## src/logic/sfp_cfg.svh

```systemverilog
// timing counts, pin positions and defaults of the serial flash pin interface
`ifndef SFP_CFG_SVH
`define SFP_CFG_SVH
`define SFP_CLK_MHZ      100
`define SFP_RST_MIN_NS   1000
`define SFP_RST_MIN_CYC  ((`SFP_RST_MIN_NS * `SFP_CLK_MHZ + 999) / 1000)
`define SFP_RECOVER_NS   28000
`define SFP_RECOVER_CYC  ((`SFP_RECOVER_NS * `SFP_CLK_MHZ + 999) / 1000)
`define SFP_DUMMY_QUAD   3'h3
`define SFP_DUMMY_STD    3'h1
`define SFP_PAGE_MAX     9'h100
`define SFP_PAGE_SAT     9'h101
`define SFP_FIFO_DEPTH   8
`define SFP_BYTE_BITS    4'h8
`define SFP_LANE_SI      0
`define SFP_LANE_WP      2
`define SFP_LANE_HOLD    3
`define SFP_MASK_SINGLE  4'h2
`define SFP_MASK_DUAL    4'h3
`define SFP_MASK_QUAD    4'hf
`define SFP_SEL_RESET    1'b1
`endif

```

## src/logic/sfp_pkg.sv

```systemverilog
// types shared by the serial flash pin interface
package sfp_pkg;
  typedef enum logic [1:0] {SFP_LANE_SINGLE, SFP_LANE_DUAL, SFP_LANE_QUAD} sfp_lane_mode_t;
  typedef enum logic [2:0] {PH_IDLE, PH_IN, PH_DUMMY, PH_OUT, PH_RECOVER} sfp_phase_t;
endpackage

```

## src/logic/sfp_sync.sv

```systemverilog
// two-flop synchroniser for pin inputs
`timescale 1ns/1ps
`default_nettype none
module sfp_sync #(
  parameter int W = 1
) (
  input  wire logic         clk,    // system clock
  input  wire logic         rst_b,  // async reset, active low
  input  wire logic [W-1:0] d,      // asynchronous input
  output logic      [W-1:0] q       // synchronised output
);
  typedef struct packed {
    logic [W-1:0] s1;
    logic [W-1:0] s2;
  } sfp_sync_t;
  sfp_sync_t st_ff;
  sfp_sync_t nxt_st;

  always_comb begin
    nxt_st    = st_ff;
    nxt_st.s1 = d;
    nxt_st.s2 = st_ff.s1;
  end

  always_ff @(posedge clk or negedge rst_b) begin
    if (!rst_b) begin
      st_ff <= '0;
    end else begin
      st_ff <= nxt_st;
    end
  end

  assign q = st_ff.s2;
endmodule // sfp_sync
`default_nettype wire

```

## src/logic/sfp_fifo.sv

```systemverilog
// small show-ahead fifo with valid/ready on both sides
`timescale 1ns/1ps
`default_nettype none
module sfp_fifo #(
  parameter int W = 8,
  parameter int D = 8
) (
  input  wire logic         clk,        // system clock
  input  wire logic         rst_b,      // async reset, active low
  input  wire logic         clear,      // flush all entries
  input  wire logic         in_valid,   // write request
  input  wire logic [W-1:0] in_data,    // write data
  output logic              in_ready,   // room for a word
  output logic              out_valid,  // word available
  output logic      [W-1:0] out_data,   // oldest word
  input  wire logic         out_ready   // reader takes word
);
  localparam int AW = $clog2(D);
  typedef struct packed {
    logic [D-1:0][W-1:0] mem;
    logic [AW:0]         wp;
    logic [AW:0]         rp;
  } sfp_fifo_t;
  sfp_fifo_t st_ff;
  sfp_fifo_t nxt_st;
  logic      full;
  logic      empty;

  assign empty     = st_ff.wp == st_ff.rp;
  assign full      = (st_ff.wp[AW] != st_ff.rp[AW]) && (st_ff.wp[AW-1:0] == st_ff.rp[AW-1:0]);
  assign in_ready  = !full;
  assign out_valid = !empty;
  assign out_data  = st_ff.mem[st_ff.rp[AW-1:0]];

  always_comb begin
    nxt_st = st_ff;
    if (clear) begin
      nxt_st.wp = '0;
      nxt_st.rp = '0;
    end else begin
      if (in_valid && !full) begin
        nxt_st.mem[st_ff.wp[AW-1:0]] = in_data;
        nxt_st.wp                    = st_ff.wp + 1'b1;
      end
      if (out_ready && !empty) begin
        nxt_st.rp = st_ff.rp + 1'b1;
      end
    end
  end

  always_ff @(posedge clk or negedge rst_b) begin
    if (!rst_b) begin
      st_ff <= '0;
    end else begin
      st_ff <= nxt_st;
    end
  end

  property p_no_overfill;
    @(posedge clk) disable iff (!rst_b)
    full && !out_ready && !clear |=> full && $stable(st_ff.wp);
  endproperty
  a_no_overfill: assert property (p_no_overfill) else $error("fifo write past full");
endmodule // sfp_fifo
`default_nettype wire

```

## src/logic/sfp_pin_if.sv

```systemverilog
// pin-level serial interface of a serial flash, device side
// Notes on behaviour
// - serial clock may idle low or high; both work unchanged.
// - single lane: command, address, write bits sampled on clock rise.
// - single lane: read data changes on clock fall on output lane.
// - dual/quad lanes are two-way; sample on rise, drive on fall.
// - select high: deselected, every lane floats.
// - commands and read data only while select low.
// - after power-up, nothing accepted before select goes high to low.
// - write-protect low with status lock bit set blocks status writes; with protect bits, hardware protection.
// - write-protect only in single/dual; quad uses it as lane 2.
// - shared pin pauses when disable bit 0 and select bit 0.
// - pause low while selected floats output, ignores input and clock.
// - pause only in single/dual; quad uses it as lane 3.
// - shared pin resets when disable bit 0 and select bit 1.
// - reset pin only in single/dual; quad uses it as lane 3.
// - reset held low at least 1us aborts everything, back to initial; prog_bytes, prog_len_ok and rx_overrun keep their values here.
// - no new command until 28us after reset pin rises.
// - page program writes 1 to 256 data bytes.
// - fast read dummy bytes: 3 in quad, 1 otherwise; configurable.
`timescale 1ns/1ps
`default_nettype none
`include "sfp_cfg.svh"
module sfp_pin_if #(
  parameter int RST_MIN_CYC = `SFP_RST_MIN_CYC,
  parameter int RECOVER_CYC = `SFP_RECOVER_CYC,
  parameter int FIFO_DEPTH  = `SFP_FIFO_DEPTH
) (
  input  wire logic                    clk,                   // system clock 100 MHz
  input  wire logic                    rst_b,                 // async reset, active low
  input  wire logic                    sclk,                  // serial clock pin
  input  wire logic                    cs_b,                  // chip select pin, active low
  input  wire logic [3:0]              io_lanes_in,           // lane pin levels
  output logic      [3:0]              io_lanes_out,          // lane drive values
  output logic      [3:0]              io_lanes_oe,           // lane drive enables
  input  wire sfp_pkg::sfp_lane_mode_t lane_mode,             // single, dual or quad
  input  wire logic                    pin_function_disable,  // shared pin function off
  input  wire logic                    pause_or_rst_select,   // 0 pause, 1 reset
  input  wire logic                    status_lock_bit,       // status lock bit
  input  wire logic [3:0]              block_protect_bits,    // block protect bits
  input  wire logic [2:0]              dummy_bytes,           // 0 selects mode default
  input  wire logic                    out_req,               // pulse: start read phase
  input  wire logic                    out_dummy,             // read phase has dummy bytes
  input  wire logic [7:0]              tx_data,               // next read byte
  input  wire logic                    tx_valid,              // read byte present
  output logic                         tx_ready,              // read byte taken
  output logic      [7:0]              rx_data,               // received byte
  output logic                         rx_valid,              // received byte present
  input  wire logic                    rx_ready,              // user takes byte
  input  wire logic                    page_prog,             // count program data bytes
  output logic      [8:0]              prog_bytes,            // data bytes counted
  output logic                         prog_len_ok,           // last program 1..256 bytes
  output logic                         rx_overrun,            // byte lost to full fifo
  output logic                         hold_active,           // paused
  output logic                         hw_reset_busy,         // reset or recovery running
  output logic                         sr_write_blocked,      // status writes refused
  output logic                         hw_protect_active      // array hardware protected
);
  import sfp_pkg::*;

  typedef struct packed {
    sfp_phase_t ph;
    logic       cs_prev;
    logic       sclk_prev;
    logic [7:0] sh_in;
    logic [3:0] in_bits;
    logic [7:0] sh_out;
    logic [3:0] out_bits;
    logic [5:0] dum_bits;
    logic [3:0] lanes_o;
    logic [11:0] rcnt;
    logic [8:0] prog_cnt;
    logic       prog_ok;
    logic       overrun;
    logic       wp_blk;
    logic       hw_prot;
  } sfp_core_t;

  sfp_core_t  st_ff;
  sfp_core_t  nxt_st;
  logic [5:0] pins_s;
  logic       sclk_s;
  logic       cs_s;
  logic [3:0] lanes_s;
  logic       quad;
  logic       hold;
  logic       rst_en;
  logic       rise;
  logic       fall;
  logic       cs_fall;
  logic       cs_rise;
  logic [3:0] step;
  logic [3:0] mask;
  logic [7:0] in_byte;
  logic [7:0] ld_byte;
  logic [2:0] dcount;
  logic [5:0] dtarget;
  logic       push;
  logic       push_ready;
  logic       flush;

  // ==========================================================
  // pin synchronisers
  sfp_sync #(.W(6)) u_sync (
    .clk   (clk),
    .rst_b (rst_b),
    .d     ({sclk, cs_b, io_lanes_in}),
    .q     (pins_s)
  );
  assign sclk_s  = pins_s[5];
  assign cs_s    = pins_s[4];
  assign lanes_s = pins_s[3:0];

  // ==========================================================
  // pin functions and lane widths
  assign quad   = lane_mode == SFP_LANE_QUAD;
  assign hold   = !pin_function_disable && !pause_or_rst_select && !quad &&
                  !cs_s && !lanes_s[`SFP_LANE_HOLD];
  assign rst_en = !pin_function_disable && (pause_or_rst_select == `SFP_SEL_RESET) && !quad;

  assign rise    = sclk_s && !st_ff.sclk_prev && !cs_s && !hold;
  assign fall    = !sclk_s && st_ff.sclk_prev && !cs_s && !hold;
  assign cs_fall = !cs_s && st_ff.cs_prev;
  assign cs_rise = cs_s && !st_ff.cs_prev;

  always_comb begin
    step    = 4'h1;
    mask    = `SFP_MASK_SINGLE;
    in_byte = {st_ff.sh_in[6:0], lanes_s[`SFP_LANE_SI]};
    dcount  = `SFP_DUMMY_STD;
    unique case (lane_mode)
      SFP_LANE_DUAL: begin
        step    = 4'h2;
        mask    = `SFP_MASK_DUAL;
        in_byte = {st_ff.sh_in[5:0], lanes_s[1:0]};
      end
      SFP_LANE_QUAD: begin
        step    = 4'h4;
        mask    = `SFP_MASK_QUAD;
        in_byte = {st_ff.sh_in[3:0], lanes_s};
        dcount  = `SFP_DUMMY_QUAD;
      end
      default: begin
      end
    endcase
    if (dummy_bytes != 3'h0) begin
      dcount = dummy_bytes;
    end
  end
  assign dtarget = {dcount, 3'h0};
  assign ld_byte = tx_valid ? tx_data : 8'hff;

  // ==========================================================
  // transfer sequencing
  always_comb begin
    nxt_st           = st_ff;
    push             = 1'b0;
    flush            = 1'b0;
    tx_ready         = 1'b0;
    nxt_st.cs_prev   = cs_s;
    nxt_st.sclk_prev = sclk_s;
    nxt_st.wp_blk    = !lanes_s[`SFP_LANE_WP] && status_lock_bit && !quad;
    nxt_st.hw_prot   = nxt_st.wp_blk && (|block_protect_bits);
    unique case (st_ff.ph)
      PH_IDLE: begin
        if (cs_fall) begin
          nxt_st.ph       = PH_IN;
          nxt_st.in_bits  = 4'h0;
          nxt_st.prog_cnt = 9'h000;
          nxt_st.overrun  = 1'b0;
        end
      end
      PH_IN, PH_DUMMY, PH_OUT: begin
        if (cs_rise) begin
          nxt_st.ph      = PH_IDLE;
          nxt_st.prog_ok = (st_ff.prog_cnt != 9'h000) && (st_ff.prog_cnt <= `SFP_PAGE_MAX);
        end else if (st_ff.ph == PH_IN) begin
          if (out_req) begin
            nxt_st.ph       = out_dummy ? PH_DUMMY : PH_OUT;
            nxt_st.dum_bits = 6'h00;
            nxt_st.out_bits = 4'h0;
          end else if (rise) begin
            nxt_st.sh_in   = in_byte;
            nxt_st.in_bits = st_ff.in_bits + step;
            if (st_ff.in_bits + step == `SFP_BYTE_BITS) begin
              nxt_st.in_bits = 4'h0;
              push           = 1'b1;
              if (!push_ready) begin
                nxt_st.overrun = 1'b1;
              end
              if (page_prog && st_ff.prog_cnt != `SFP_PAGE_SAT) begin
                nxt_st.prog_cnt = st_ff.prog_cnt + 9'h001;
              end
            end
          end
        end else if (st_ff.ph == PH_DUMMY) begin
          if (rise) begin
            nxt_st.dum_bits = st_ff.dum_bits + {2'h0, step};
            if (st_ff.dum_bits + {2'h0, step} >= dtarget) begin
              nxt_st.ph = PH_OUT;
            end
          end
        end else if (fall) begin
          if (st_ff.out_bits == 4'h0) begin
            tx_ready       = tx_valid;
            nxt_st.sh_out  = ld_byte << step;
            nxt_st.lanes_o = quad ? ld_byte[7:4] :
                             (step == 4'h2) ? {2'h0, ld_byte[7:6]} : {2'h0, ld_byte[7], 1'b0};
          end else begin
            nxt_st.sh_out  = st_ff.sh_out << step;
            nxt_st.lanes_o = quad ? st_ff.sh_out[7:4] :
                             (step == 4'h2) ? {2'h0, st_ff.sh_out[7:6]} :
                             {2'h0, st_ff.sh_out[7], 1'b0};
          end
          nxt_st.out_bits = (st_ff.out_bits + step) & 4'h7;
        end
      end
      PH_RECOVER: begin
        if (!lanes_s[`SFP_LANE_HOLD] && rst_en) begin
          nxt_st.rcnt = 12'h000;
        end else if (st_ff.rcnt == 12'(RECOVER_CYC - 1)) begin
          nxt_st.ph   = PH_IDLE;
          nxt_st.rcnt = 12'h000;
        end else begin
          nxt_st.rcnt = st_ff.rcnt + 12'h001;
        end
      end
    endcase
    if (st_ff.ph != PH_RECOVER) begin
      if (rst_en && !lanes_s[`SFP_LANE_HOLD]) begin
        nxt_st.rcnt = st_ff.rcnt + 12'h001;
        if (st_ff.rcnt == 12'(RST_MIN_CYC - 1)) begin
          nxt_st.ph       = PH_RECOVER;
          nxt_st.rcnt     = 12'h000;
          nxt_st.in_bits  = 4'h0;
          nxt_st.out_bits = 4'h0;
          nxt_st.lanes_o  = 4'h0;
          push            = 1'b0;
          tx_ready        = 1'b0;
          flush           = 1'b1;
        end
      end else begin
        nxt_st.rcnt = 12'h000;
      end
    end
  end

  always_ff @(posedge clk or negedge rst_b) begin
    if (!rst_b) begin
      st_ff <= '0;
    end else begin
      st_ff <= nxt_st;
    end
  end

  // ==========================================================
  // receive buffer
  sfp_fifo #(.W(8), .D(FIFO_DEPTH)) u_rx_fifo (
    .clk       (clk),
    .rst_b     (rst_b),
    .clear     (flush),
    .in_valid  (push),
    .in_data   (in_byte),
    .in_ready  (push_ready),
    .out_valid (rx_valid),
    .out_data  (rx_data),
    .out_ready (rx_ready)
  );

  // ==========================================================
  // outputs
  // float unless reading
  assign io_lanes_oe       = (st_ff.ph == PH_OUT && !cs_s && !hold) ? mask : 4'h0;
  assign io_lanes_out      = st_ff.lanes_o;
  assign prog_bytes        = st_ff.prog_cnt;
  assign prog_len_ok       = st_ff.prog_ok;
  assign rx_overrun        = st_ff.overrun;
  assign hold_active       = hold;
  assign hw_reset_busy     = st_ff.ph == PH_RECOVER;
  assign sr_write_blocked  = st_ff.wp_blk;
  assign hw_protect_active = st_ff.hw_prot;

  // ==========================================================
  // checks
  property p_float_desel;
    @(posedge clk) disable iff (!rst_b)
    cs_s |-> io_lanes_oe == 4'h0;
  endproperty
  a_float_desel: assert property (p_float_desel) else $error("lane driven while deselected");

  property p_pause_freeze;
    @(posedge clk) disable iff (!rst_b)
    hold && st_ff.ph == PH_IN |=> $stable(st_ff.sh_in) && io_lanes_oe == 4'h0;
  endproperty
  a_pause_freeze: assert property (p_pause_freeze) else $error("input moved in pause");

  property p_sample_rise;
    @(posedge clk) disable iff (!rst_b)
    st_ff.ph == PH_IN && rise && !out_req && !cs_rise && lane_mode == SFP_LANE_SINGLE &&
    !(rst_en && !lanes_s[3]) |=> st_ff.sh_in[0] == $past(lanes_s[0]);
  endproperty
  a_sample_rise: assert property (p_sample_rise) else $error("serial input not sampled");

  property p_drive_fall;
    @(posedge clk) disable iff (!rst_b)
    st_ff.ph == PH_OUT && !fall && !(rst_en && !lanes_s[3]) |=> $stable(io_lanes_out);
  endproperty
  a_drive_fall: assert property (p_drive_fall) else $error("output moved off a fall");

  property p_need_fall;
    @(posedge clk) disable iff (!rst_b)
    st_ff.ph == PH_IDLE && !cs_fall |=> st_ff.ph != PH_IN;
  endproperty
  a_need_fall: assert property (p_need_fall) else $error("opened without select fall");

  property p_wp_block;
    @(posedge clk) disable iff (!rst_b)
    !lanes_s[2] && status_lock_bit && !quad ##1 !quad |-> sr_write_blocked;
  endproperty
  a_wp_block: assert property (p_wp_block) else $error("status write not blocked");

  property p_quad_nowp;
    @(posedge clk) disable iff (!rst_b)
    quad ##1 quad |-> !sr_write_blocked;
  endproperty
  a_quad_nowp: assert property (p_quad_nowp) else $error("protect active in quad");

  property p_rst_abort;
    @(posedge clk) disable iff (!rst_b)
    st_ff.ph != PH_RECOVER && rst_en && !lanes_s[3] && st_ff.rcnt == 12'(RST_MIN_CYC - 1)
    |=> st_ff.ph == PH_RECOVER && io_lanes_oe == 4'h0;
  endproperty
  a_rst_abort: assert property (p_rst_abort) else $error("reset pulse not honoured");

  property p_recover_len;
    @(posedge clk) disable iff (!rst_b)
    $past(st_ff.ph) == PH_RECOVER && st_ff.ph == PH_IDLE |->
    $past(st_ff.rcnt) == 12'(RECOVER_CYC - 1);
  endproperty
  a_recover_len: assert property (p_recover_len) else $error("recovery ended early");

  property p_dummy_len;
    @(posedge clk) disable iff (!rst_b)
    st_ff.ph == PH_DUMMY ##1 st_ff.ph == PH_OUT |-> $past(st_ff.dum_bits) + 6'(step) >= dtarget;
  endproperty
  a_dummy_len: assert property (p_dummy_len) else $error("dummy phase too short");
endmodule // sfp_pin_if
`default_nettype wire

```

## config.mk

```make
export PLATFORM = sky130hd
export DESIGN_NAME = sfp_pin_if
export DESIGN_NICKNAME = d
export VERILOG_FILES = /design/src/logic/sfp_pkg.sv /design/src/logic/sfp_sync.sv /design/src/logic/sfp_fifo.sv /design/src/logic/sfp_pin_if.sv
export VERILOG_INCLUDE_DIRS = /design/src /design/src/logic
export SDC_FILE = /design/constraint.sdc
export NUM_CORES = 1
export LEC_CHECK = 0
export ABC_AREA = 1
export BUFFER_PORTS_ARGS = -buffer_cell sky130_fd_sc_hd__buf_2
export CELL_PAD_IN_SITES_DETAIL_PLACEMENT = 1
export CELL_PAD_IN_SITES_GLOBAL_PLACEMENT = 1
export CORE_MARGIN = 2
export CORE_UTILIZATION = 48
export DETAILED_ROUTE_END_ITERATION = 12
export HOLD_SLACK_MARGIN = 0.15
export PLACE_DENSITY = 0.87
export SYNTH_ARGS = -nofsm -noshare
export SYNTH_HDL_FRONTEND = slang
export SYNTH_HIERARCHICAL = 1
export SYNTH_SLANG_ARGS = --single-unit
```

## constraint.sdc

```tcl
create_clock -name clk -period 6.04 [get_ports clk]
set_input_delay 0.906 -clock clk [delete_from_list [all_inputs] [get_ports clk]]
set_output_delay 0.906 -clock clk [all_outputs]
set_load 0.05 [all_outputs]
```

==> results by group, run 1 <==
Status
  • Status: complete, no violations

Detailed routing
  • Wirelength per Cell: 18.3 um
  • Initial drt markers: 516
  • Vias/cell: 5.58
  • Post-DRT Antenna Nets: 0
  • DRC viols: 0
  • Total Routed Length: 25100 um
  • DRT Pass-1 Iters: 5
  • Vias: 7679

Floorplanning
  • Row count: 48
  • Io pins: 66
  • Die ar.: 18400 sq um
  • Initial Utilization: 0.487
  • Die Wd: 136 um
  • Core box area: 17100 sq um
  • Die height: 136 um

Clock tree
  • Clk slew on worst S/H paths: 0.06 ns
  • CTS tree: yes
  • Post-CTS sizing: 0
  • CTS H-tree lvls: 4
  • Clock sinks: 147
  • Max Buffers Root-to-Sink: 2
  • Root Buffer: clkbuf_16
  • CTS buffer count: 17
  • Post-CTS Hold Fix Bufs: 0
  • Worst skew pair latency: 0.43 ns
  • Post-CTS setup buffer count: 0

Finish
  • # diodes: 0
  • Synth-to-layout area growth: 11.5%
  • Design area: 9300 sq um
  • Layout Nets: 1191
  • Layout cells sized above 1: 0.136

Timing
  • Final critical-path required period: 4.19 ns
  • RSZ-0062 raised after global routing: false
  • Worst Tran Pin Value: 1.23 ns
  • Fmax: 238 MHz
  • Ratio of final minimum period to clock period: 0.694
  • Setup TNS: 0 ns
  • Fin Hold WS: 0.348 ns
  • Slew HR: 0.180
  • Hold Vio Cnt, Final: 0
  • Setup violators final: 0
  • Fin Clk Skew: 0.0104 ns
  • Pins over their slew limit: 0

Worst setup path
  • CP Data Required Time: 5.13 ns
  • Critical-path cell list: buf_2 -> inv_1 -> ha_1 -> buf_4 -> nor2_1 -> nand2_1 -> nor2_1 -> nand2_1 -> nor2_4 -> inv_2 -> nand2_1 -> nor3_1 -> buf_2
  • Max FO, Critical Path: 17
  • Critical path buffers and inverters: 5
  • Most frequent CP cell: nand2_1
  • Critical path endpoint category: primary output
  • CP Data Arrival Time: 3.29 ns
  • Worst setup path category: primary input to primary output
  • Critical path launch point type: primary input
  • Crit-path slowest cell: nor2_1
  • Slowest Stage Delay on Critical Path: 0.38 ns
  • Top delay family on crit path: simple AND/OR/NAND/NOR gates
  • R2R Setup Slk: 2.44 ns

Logic synthesis
  • Main synth FF type: dfrtp_1
  • Net count after synthesis: 1153
  • Synth top cells by count: nand2_1 (357), dfrtp_1 (147), nor2_1 (113)
  • Count leader, synth: nand2_1
  • FFs w/ async S/R, synth: 1.00
  • Post-synth EDFFs: 0
  • Register area share after synthesis: 0.441
  • Synth Register Bits: 147
  • Syn avg cell area: 7.58 sq um
  • Synth area leader: dfrtp_1
  • Post-synth top area share: 0.441
  • Post-synthesis cell type count: 46
  • Top post-synthesis cells by area: dfrtp_1 (44%), nand2_1 (16%), nor2_1 (5.1%)
  • Gate Count Post-Synth: 1101
  • Synth Warn #: 6
  • Mapped cell area: 8340 sq um

Global routing
  • Grt peak-use layer: met2
  • Largest net degree at the start of global routing: 91
  • Global-route track usage on met3: 0.0597
  • First-pass GRT wire length: 41100 um
  • Global route overflow: 0
  • Global-route met1 utilization: 0.343
  • Initial antenna violation count: 0
  • Vias in the first global route: 8200
  • Overall Global Routing Usage: 0.287
  • Met2 Use GR: 0.504

Placement
  • Routability congestion estimate: 0.829
  • Port Buffers: 65
  • Detailed placement HPWL: 17000 um
  • Placed cell area: 8710 sq um

Power and ir drop
  • VDD IR max: 0.232 mV
  • Pleak: 4.76 nW
  • Power per cell area: 409 nW/um^2

Flow run
  • Max-cap check violation count: 0

Min path
  • Worst hold-check path type: flip-flop to flip-flop
==> worst paths after layout <==
| kind | from | to | depth (start not counted) |
|---|---|---|---|
| setup / recovery | lane_mode[0] | tx_ready | 13 |
| hold / removal | u_sync/nxt_st[4] | u_sync/q[4] | 0 |
| setup reg to reg | st_ff[63] | u_rx_fifo/st_ff[70] | 7 |
| hold reg to reg | u_sync/nxt_st[4] | u_sync/q[4] | 0 |
| max in group asynchronous | rst_b | u_rx_fifo/st_ff[58] | 2 |
| min in group asynchronous | rst_b | st_ff[13] | 1 |
==> cell usage in the layout, fill, tap and decap left out, types with 4 or more instances in the layout <==
cell type / synthesis / routed
a21oi_1: 33 / 33
a31oi_1: 9 / 9
buf_2: 6 / 64
buf_4: 17 / 6
clkbuf_16: 0 / 17
dfrtp_1: 147 / 147
ha_1: 19 / 19
inv_1: 89 / 89
inv_2: 8 / 8
inv_4: 4 / 4
mux2_2: 6 / 6
nand2_1: 357 / 357
nand3_1: 67 / 67
nand4_1: 29 / 29
nor2_1: 113 / 113
nor2_4: 12 / 12
nor3_1: 20 / 20
nor4_1: 5 / 4
o21ai_0: 63 / 63
o21ai_1: 4 / 4
o22ai_1: 10 / 10
or2_2: 5 / 5
xnor2_1: 4 / 4
xor2_1: 13 / 13
==> power by group <==
group	internal, W	switching [W]
Combinational	0.000399	0.00109
Sequential	0.00111	0.000141
Clock	0.000632	0.000426
Total	0.00214	0.00166
==> sequential cells by signal, indices dropped and copies added, names as in the netlist <==
register / cells
u_sync/nxt_st: 6
rx_overrun: 1
prog_bytes: 9
u_sync/q: 6
prog_len_ok: 1
sr_write_blocked: 1
hw_protect_active: 1
io_lanes_out: 4
u_rx_fifo/st_ff: 72
st_ff: 46
==> routing by layer <==
metal	up-vias	routed length [um]
met1	3813	10500
met3	46	1150
met2	199	12900
met5	-	0
met4	0	656
li1	3621	-
==> layout make-up <==
class / instances / area, sq um
fillers: 2171 / 7820
repair buffers: 71 / 377
multi-input cells: 800 / 3980
inverters: 102 / 393
flip-flops and latches: 147 / 3680
clock inverters: 10 / 124
clock buffers: 21 / 460
well taps: 225 / 282
==> cell families after synthesis <==
family | synth area share
AO/OA/AOI/OAI | 0.0879
XOR/XNOR | 0.0178
adder cells (fa/ha/maj) | 0.0285
buffers and inverters | 0.0822
flip-flops | 0.441
multiplexers | 0.00810
AND/OR/NAND/NOR | 0.334
==> through the flow <==
step	utilization	worst slack, ns	power [W]	std cells
2_1_floorplan	-	0.638	0.00237	1101
3_3_place_gp	0.509	1.66	0.00269	1345
3_5_place_dp	0.509	1.50	0.00274	1345
4_1_cts	0.543	1.84	0.00382	1376
5_1_grt	0.543	1.58	0.00402	1376
6_report	0.543	1.85	0.00380	1376
No activity file was read; power rests on OpenSTA's default activity.
==> run 2: changes to the inputs <==
--- a/config.mk
+++ b/config.mk
@@ -6,15 +6,15 @@
 export SDC_FILE = /design/constraint.sdc
 export NUM_CORES = 1
 export LEC_CHECK = 0
-export ABC_AREA = 1
+export ABC_AREA = 0
 export BUFFER_PORTS_ARGS = -buffer_cell sky130_fd_sc_hd__buf_2
 export CELL_PAD_IN_SITES_DETAIL_PLACEMENT = 1
 export CELL_PAD_IN_SITES_GLOBAL_PLACEMENT = 1
 export CORE_MARGIN = 2
-export CORE_UTILIZATION = 48
+export CORE_UTILIZATION = 44
 export DETAILED_ROUTE_END_ITERATION = 12
 export HOLD_SLACK_MARGIN = 0.15
-export PLACE_DENSITY = 0.87
+export PLACE_DENSITY = 0.79
 export SYNTH_ARGS = -nofsm -noshare
 export SYNTH_HDL_FRONTEND = slang
 export SYNTH_HIERARCHICAL = 1
==> constraint.sdc (replaced) <==
create_clock -name clk -period 3.71 [get_ports clk]
set_input_delay 0.5565 -clock clk [delete_from_list [all_inputs] [get_ports clk]]
set_output_delay 0.5565 -clock clk [all_outputs]
set_load 0.05 [all_outputs]
==> results by group, run 2 <==
Status
  • Status: complete, no violations

Floorplanning
  • Die ar.: 19200 sq um
  • Row count: 49
  • Die Wd: 139 um
  • Io pins: 66
  • Core box area: 17900 sq um
  • Die height: 139 um
  • Initial Utilization: 0.446

Flow run
  • Max-cap check violation count: 0

Logic synthesis
  • Synth Register Bits: 147
  • Mapped cell area: 7990 sq um
  • Syn avg cell area: 11.4 sq um
  • Post-synth top area share: 0.461
  • Register area share after synthesis: 0.461
  • Top post-synthesis cells by area: dfrtp_1 (46%), mux2_2 (11%), mux4_2 (5.4%)
  • Post-synthesis cell type count: 73
  • Main synth FF type: dfrtp_1
  • Synth top cells by count: dfrtp_1 (147), mux2_2 (77), nand2_1 (45)
  • Count leader, synth: dfrtp_1
  • Synth Warn #: 6
  • Gate Count Post-Synth: 701
  • FFs w/ async S/R, synth: 1.00
  • Post-synth EDFFs: 0
  • Synth area leader: dfrtp_1
  • Net count after synthesis: 753

Timing
  • Final critical-path required period: 3.45 ns
  • Setup TNS: 0 ns
  • Pins over their slew limit: 0
  • Fin Clk Skew: 0.00766 ns
  • Slew HR: 0.390
  • RSZ-0062 raised after global routing: false
  • Ratio of final minimum period to clock period: 0.931
  • Hold Vio Cnt, Final: 0
  • Fin Hold WS: 0.227 ns
  • Fmax: 289 MHz
  • Setup violators final: 0
  • Worst Tran Pin Value: 0.916 ns

Global routing
  • Grt peak-use layer: met2
  • Initial antenna violation count: 0
  • Largest net degree at the start of global routing: 96
  • Global-route met1 utilization: 0.291
  • Global route overflow: 0
  • Met2 Use GR: 0.409
  • Vias in the first global route: 6647
  • First-pass GRT wire length: 35600 um
  • Global-route track usage on met3: 0.0401
  • Overall Global Routing Usage: 0.230

Worst setup path
  • Crit-path slowest cell: or4b_1
  • CP Data Required Time: 4.02 ns
  • CP Data Arrival Time: 3.77 ns
  • Critical path launch point type: primary input
  • Top delay family on crit path: simple AND/OR/NAND/NOR gates
  • Critical path endpoint category: flip-flop
  • Max FO, Critical Path: 8
  • Critical-path cell list: buf_2 -> inv_1 -> ha_1 -> ha_1 -> ha_1 -> a21oi_1 -> xnor3_1 -> nor3_1 -> nor4bb_4 -> nand3b_1 -> or4b_1 -> buf_4 -> mux2_4
  • Slowest Stage Delay on Critical Path: 0.49 ns
  • Critical path buffers and inverters: 3
  • Most frequent CP cell: ha_1
  • Worst setup path category: primary input to flip-flop

Finish
  • Layout cells sized above 1: 0.329
  • Layout Nets: 827
  • Synth-to-layout area growth: 16.5%
  • # diodes: 0
  • Largest register FFs: 72
  • Commonest non-fill, non-tap cell in the layout: dfrtp_1
  • Most frequent cells in the layout: dfrtp_1 (147), mux2_2 (77), buf_2 (64)
  • Reg with most FFs: u_rx_fifo/st_ff

Clock tree
  • Max Buffers Root-to-Sink: 2
  • CTS H-tree lvls: 4
  • Post-CTS setup buffer count: 0
  • Root Buffer: clkbuf_16
  • Clk slew on worst S/H paths: 0.06 ns
  • Post-CTS sizing: 0
  • Clock sinks: 147
  • CTS tree: yes
  • Post-CTS Hold Fix Bufs: 0
  • Worst skew pair latency: 0.43 ns
  • CTS buffer count: 17

Detailed routing
  • Vias/cell: 5.81
  • DRC viols: 0
  • Post-DRT Antenna Nets: 0
  • Initial drt markers: 340
  • Vias: 5905
  • Total Routed Length: 21100 um
  • DRT Pass-1 Iters: 4
  • Wirelength per Cell: 20.8 um

Placement
  • Port Buffers: 65
  • Routability congestion estimate: 0.833
  • Detailed placement HPWL: 14100 um

Min path
  • Worst hold-check path type: primary input to asynchronous set/reset pin

Power and ir drop
  • Power per cell area: 503 nW/um^2
  • Pleak: 4.45 nW
  • VDD IR max: 0.318 mV
[run 2: layout make-up]
class / instances / area [sq um]
fill: 1935 / 8600
multi-input combinational: 494 / 4050
sequential: 147 / 3680
timing repair buffer: 100 / 607
clock buffer: 18 / 429
tap: 229 / 287
clock inverter: 13 / 196
inverter: 15 / 56.3
[run 2: worst paths after layout]
check	from	endpoint	slack [ns]	cells past startpoint
worst max-delay path	lane_mode[0]	u_rx_fifo/st_ff[35]	0.26	13
worst min-delay path	rst_b	prog_bytes[2]	0.23	1
worst max register to register	st_ff[47]	u_rx_fifo/st_ff[35]	0.48	10
worst min register to register	u_sync/nxt_st[0]	u_sync/q[0]	0.35	0
max in group asynchronous	rst_b	u_rx_fifo/st_ff[52]	2.64	2
min in group clk	io_lanes_in[0]	u_sync/nxt_st[0]	0.23	1
[run 2: logic make-up after synthesis]
| family | synth area share |
|---|---|
| xor gates and xnor gates | 0.0365 |
| muxes | 0.192 |
| adders and majority gates | 0.0298 |
| and+or+nand+nor | 0.158 |
| DFF | 0.461 |
| AOI/OAI and AO/OA | 0.0856 |
| buffers and inverters | 0.0374 |
[run 2: where the power goes]
group	switching (W)	internal (W)
clock network	0.000719	0.00114
logic	0.000620	0.000384
registers	0.000132	0.00169
[run 2: layer usage]
metal | part of all wire | wire length (um) | up-vias
met5 | 0 | 0 | -
met4 | 0.013 | 285 | 0
met2 | 0.52 | 11100 | 103
li1 | - | - | 2687
met1 | 0.43 | 9100 | 3096
met3 | 0.031 | 648 | 19
[run 2: stage by stage]
step                cell area [sq um]  total power (W)   util  setup slack [ns]  std cells
floorplan                        8020          0.00255      -            0.0276        701
detailed placement               8680          0.00284  0.485            -0.118        985
global route                     9310          0.00490  0.520            0.0583       1016
CTS                              9310          0.00473  0.520             0.285       1016
finish                           9310          0.00468  0.520             0.255       1016
global placement                 8680          0.00279  0.485            0.0424        985
==> run 3: changes to the inputs <==
--- a/config.mk
+++ b/config.mk
@@ -11,10 +11,12 @@
 export CELL_PAD_IN_SITES_DETAIL_PLACEMENT = 1
 export CELL_PAD_IN_SITES_GLOBAL_PLACEMENT = 1
 export CORE_MARGIN = 2
-export CORE_UTILIZATION = 44
+export CORE_UTILIZATION = 52
 export DETAILED_ROUTE_END_ITERATION = 12
+export GPL_TIMING_DRIVEN = 0
 export HOLD_SLACK_MARGIN = 0.15
-export PLACE_DENSITY = 0.79
+export PLACE_DENSITY = 0.87
+export REMOVE_ABC_BUFFERS = 1
 export SYNTH_ARGS = -nofsm -noshare
 export SYNTH_HDL_FRONTEND = slang
 export SYNTH_HIERARCHICAL = 1
==> constraint.sdc (replaced) <==
create_clock -name clk -period 4 [get_ports clk]
set_input_delay 0.6 -clock clk [delete_from_list [all_inputs] [get_ports clk]]
set_output_delay 0.6 -clock clk [all_outputs]
set_load 0.05 [all_outputs]
==> results by group, run 3 (same netlist as run 2, synthesis figures left out) <==
Global routing
  • Initial antenna violation count: 0
  • Global route overflow: 0
  • Overall Global Routing Usage: 0.292
  • Largest net degree at the start of global routing: 80
  • First-pass GRT wire length: 36300 um
  • Vias in the first global route: 6629

Timing
  • Hold Vio Cnt, Final: 0
  • Ratio of final minimum period to clock period: 0.989
  • Setup violators final: 0
  • Fin Clk Skew: 0.00827 ns
  • Worst Tran Pin Value: 1.34 ns
  • Smallest setup slack after layout: 0.0451 ns
  • Final critical-path required period: 3.95 ns
  • Fin Hold WS: 0.198 ns
  • Slew HR: 0.0994
  • Fmax: 253 MHz
  • Pins over their slew limit: 0

Detailed routing
  • DRT Pass-1 Iters: 4
  • Vias: 6068
  • Initial drt markers: 399
  • Total Routed Length: 22800 um
  • Post-DRT Antenna Nets: 0
  • DRC viols: 0
  • Wirelength per Cell: 23.9 um
  • Vias/cell: 6.37

Power and ir drop
  • Total power: 0.00437 W
  • VDD IR max: 0.364 mV
  • Pleak: 4.35 nW
  • Power per cell area: 477 nW/um^2

Status
  • Status: complete, no violations

Clock tree
  • Worst skew pair latency: 0.44 ns
  • CTS H-tree lvls: 4
  • Max Buffers Root-to-Sink: 2
  • Clk slew on worst S/H paths: 0.06 ns
  • Clock sinks: 147
  • CTS tree: yes
  • Root Buffer: clkbuf_16
  • CTS buffer count: 17

Floorplanning
  • Row count: 45
  • Io pins: 66
  • Die Wd: 128 um
  • Die ar.: 16400 sq um
  • Core box area: 15100 sq um
  • Initial Utilization: 0.529
  • Die height: 128 um

Worst setup path
  • Max FO, Critical Path: 23
  • Critical R2R Launch: st_ff[63]
  • Worst Setup SP: lane_mode[0]
  • CP Data Arrival Time: 4.28 ns
  • CP Data Required Time: 4.32 ns
  • Critical path launch point type: primary input
  • Worst setup path category: primary input to flip-flop
  • Critical path endpoint category: flip-flop

Placement
  • Detailed placement HPWL: 14000 um
  • Placement Setup Slack: -1.54 ns
  • Routability congestion estimate: 0.831
  • Placed cell area: 8370 sq um
  • Port Buffers: 65

Finish
  • Commonest non-fill, non-tap cell in the layout: dfrtp_1
  • Design area: 9160 sq um
  • Synth-to-layout area growth: 14.7%
  • # diodes: 0
  • Most frequent cells in the layout: dfrtp_1 (146), mux2_2 (77), buf_2 (64)
  • Reg with most FFs: u_rx_fifo/st_ff
  • Layout Nets: 804
  • Fillers: 1542
  • Largest register FFs: 72
  • Layout cells sized above 1: 0.317

Flow run
  • Max-cap check violation count: 0

Min path
  • Worst hold-check path type: primary input to asynchronous set/reset pin
==> run 3: layout make-up <==
cell class / count / area (sq um) / area share
Clock inverter: 13 / 209 / 0.0228
Clock buffer: 18 / 429 / 0.0469
Inverter: 15 / 56.3 / 0.00615
Timing Repair Buffer: 76 / 454 / 0.0496
Sequential cell: 147 / 3680 / 0.402
Multi-Input combinational cell: 495 / 4090 / 0.447
Tap cell: 188 / 235 / 0.0257
==> run 3: final timing paths <==
path	slack, ns	depth (start not counted)	to
worst max register to register	0.40	6	u_rx_fifo/st_ff[60]
worst min-delay path	0.20	1	prog_bytes[0]
worst min register to register	0.35	0	u_sync/q[0]
worst max-delay path	0.05	12	u_rx_fifo/st_ff[60]
min in group clk	0.27	1	u_sync/nxt_st[4]
max in group asynchronous	2.99	2	u_rx_fifo/st_ff[14]
==> run 3: repair_timing <==
| action | CTS | global route |
|---|---|---|
| gates resized for setup | 9 | 4 |
| gates cloned | 1 | 0 |
| endpoints found under the setup margin | 87 | 63 |
| hold buffers | 0 | 0 |
| buffers inserted | 6 | 2 |
| pin swaps | 5 | 0 |
==> run 3: per-layer routing <==
metal / vias up / global-route usage / routed length [um]
li1: 2639 / - / -
met1: 3193 / 0.355 / 9330
met2: 176 / 0.500 / 11600
met3: 60 / 0.0626 / 1070
met4: 0 / 0.129 / 772
met5: - / 0 / 0
==> run 3: where the power goes <==
group | internal [W] | total [W] | switching (W)
Sequential | 0.00156 | 0.00179 | 0.000231
Combinational | 0.000325 | 0.000818 | 0.000493
Clock | 0.00110 | 0.00176 | 0.000656
==> run 3: stage by stage <==
step | setup TNS [ns] | utilization | cells
6_report | 0 | 0.607 | 952
5_1_grt | -0.279 | 0.607 | 952
4_1_cts | 0 | 0.604 | 950
3_5_place_dp | -98.64 | 0.555 | 912
3_3_place_gp | -86.83 | 0.550 | 909
2_1_floorplan | -25.29 | - | 656
==> run 3: worst max-delay path: stages <==
cell      delay [ns]
buf_2           0.11
inv_1           0.06
ha_2            0.60
ha_1            0.31
a21oi_1         0.13
a221oi_1        0.41
or3_1           0.20
nand2_1         0.11
nor4bb_4        0.40
nor3b_4         0.46
nand4_2         0.41
mux2_2          0.44
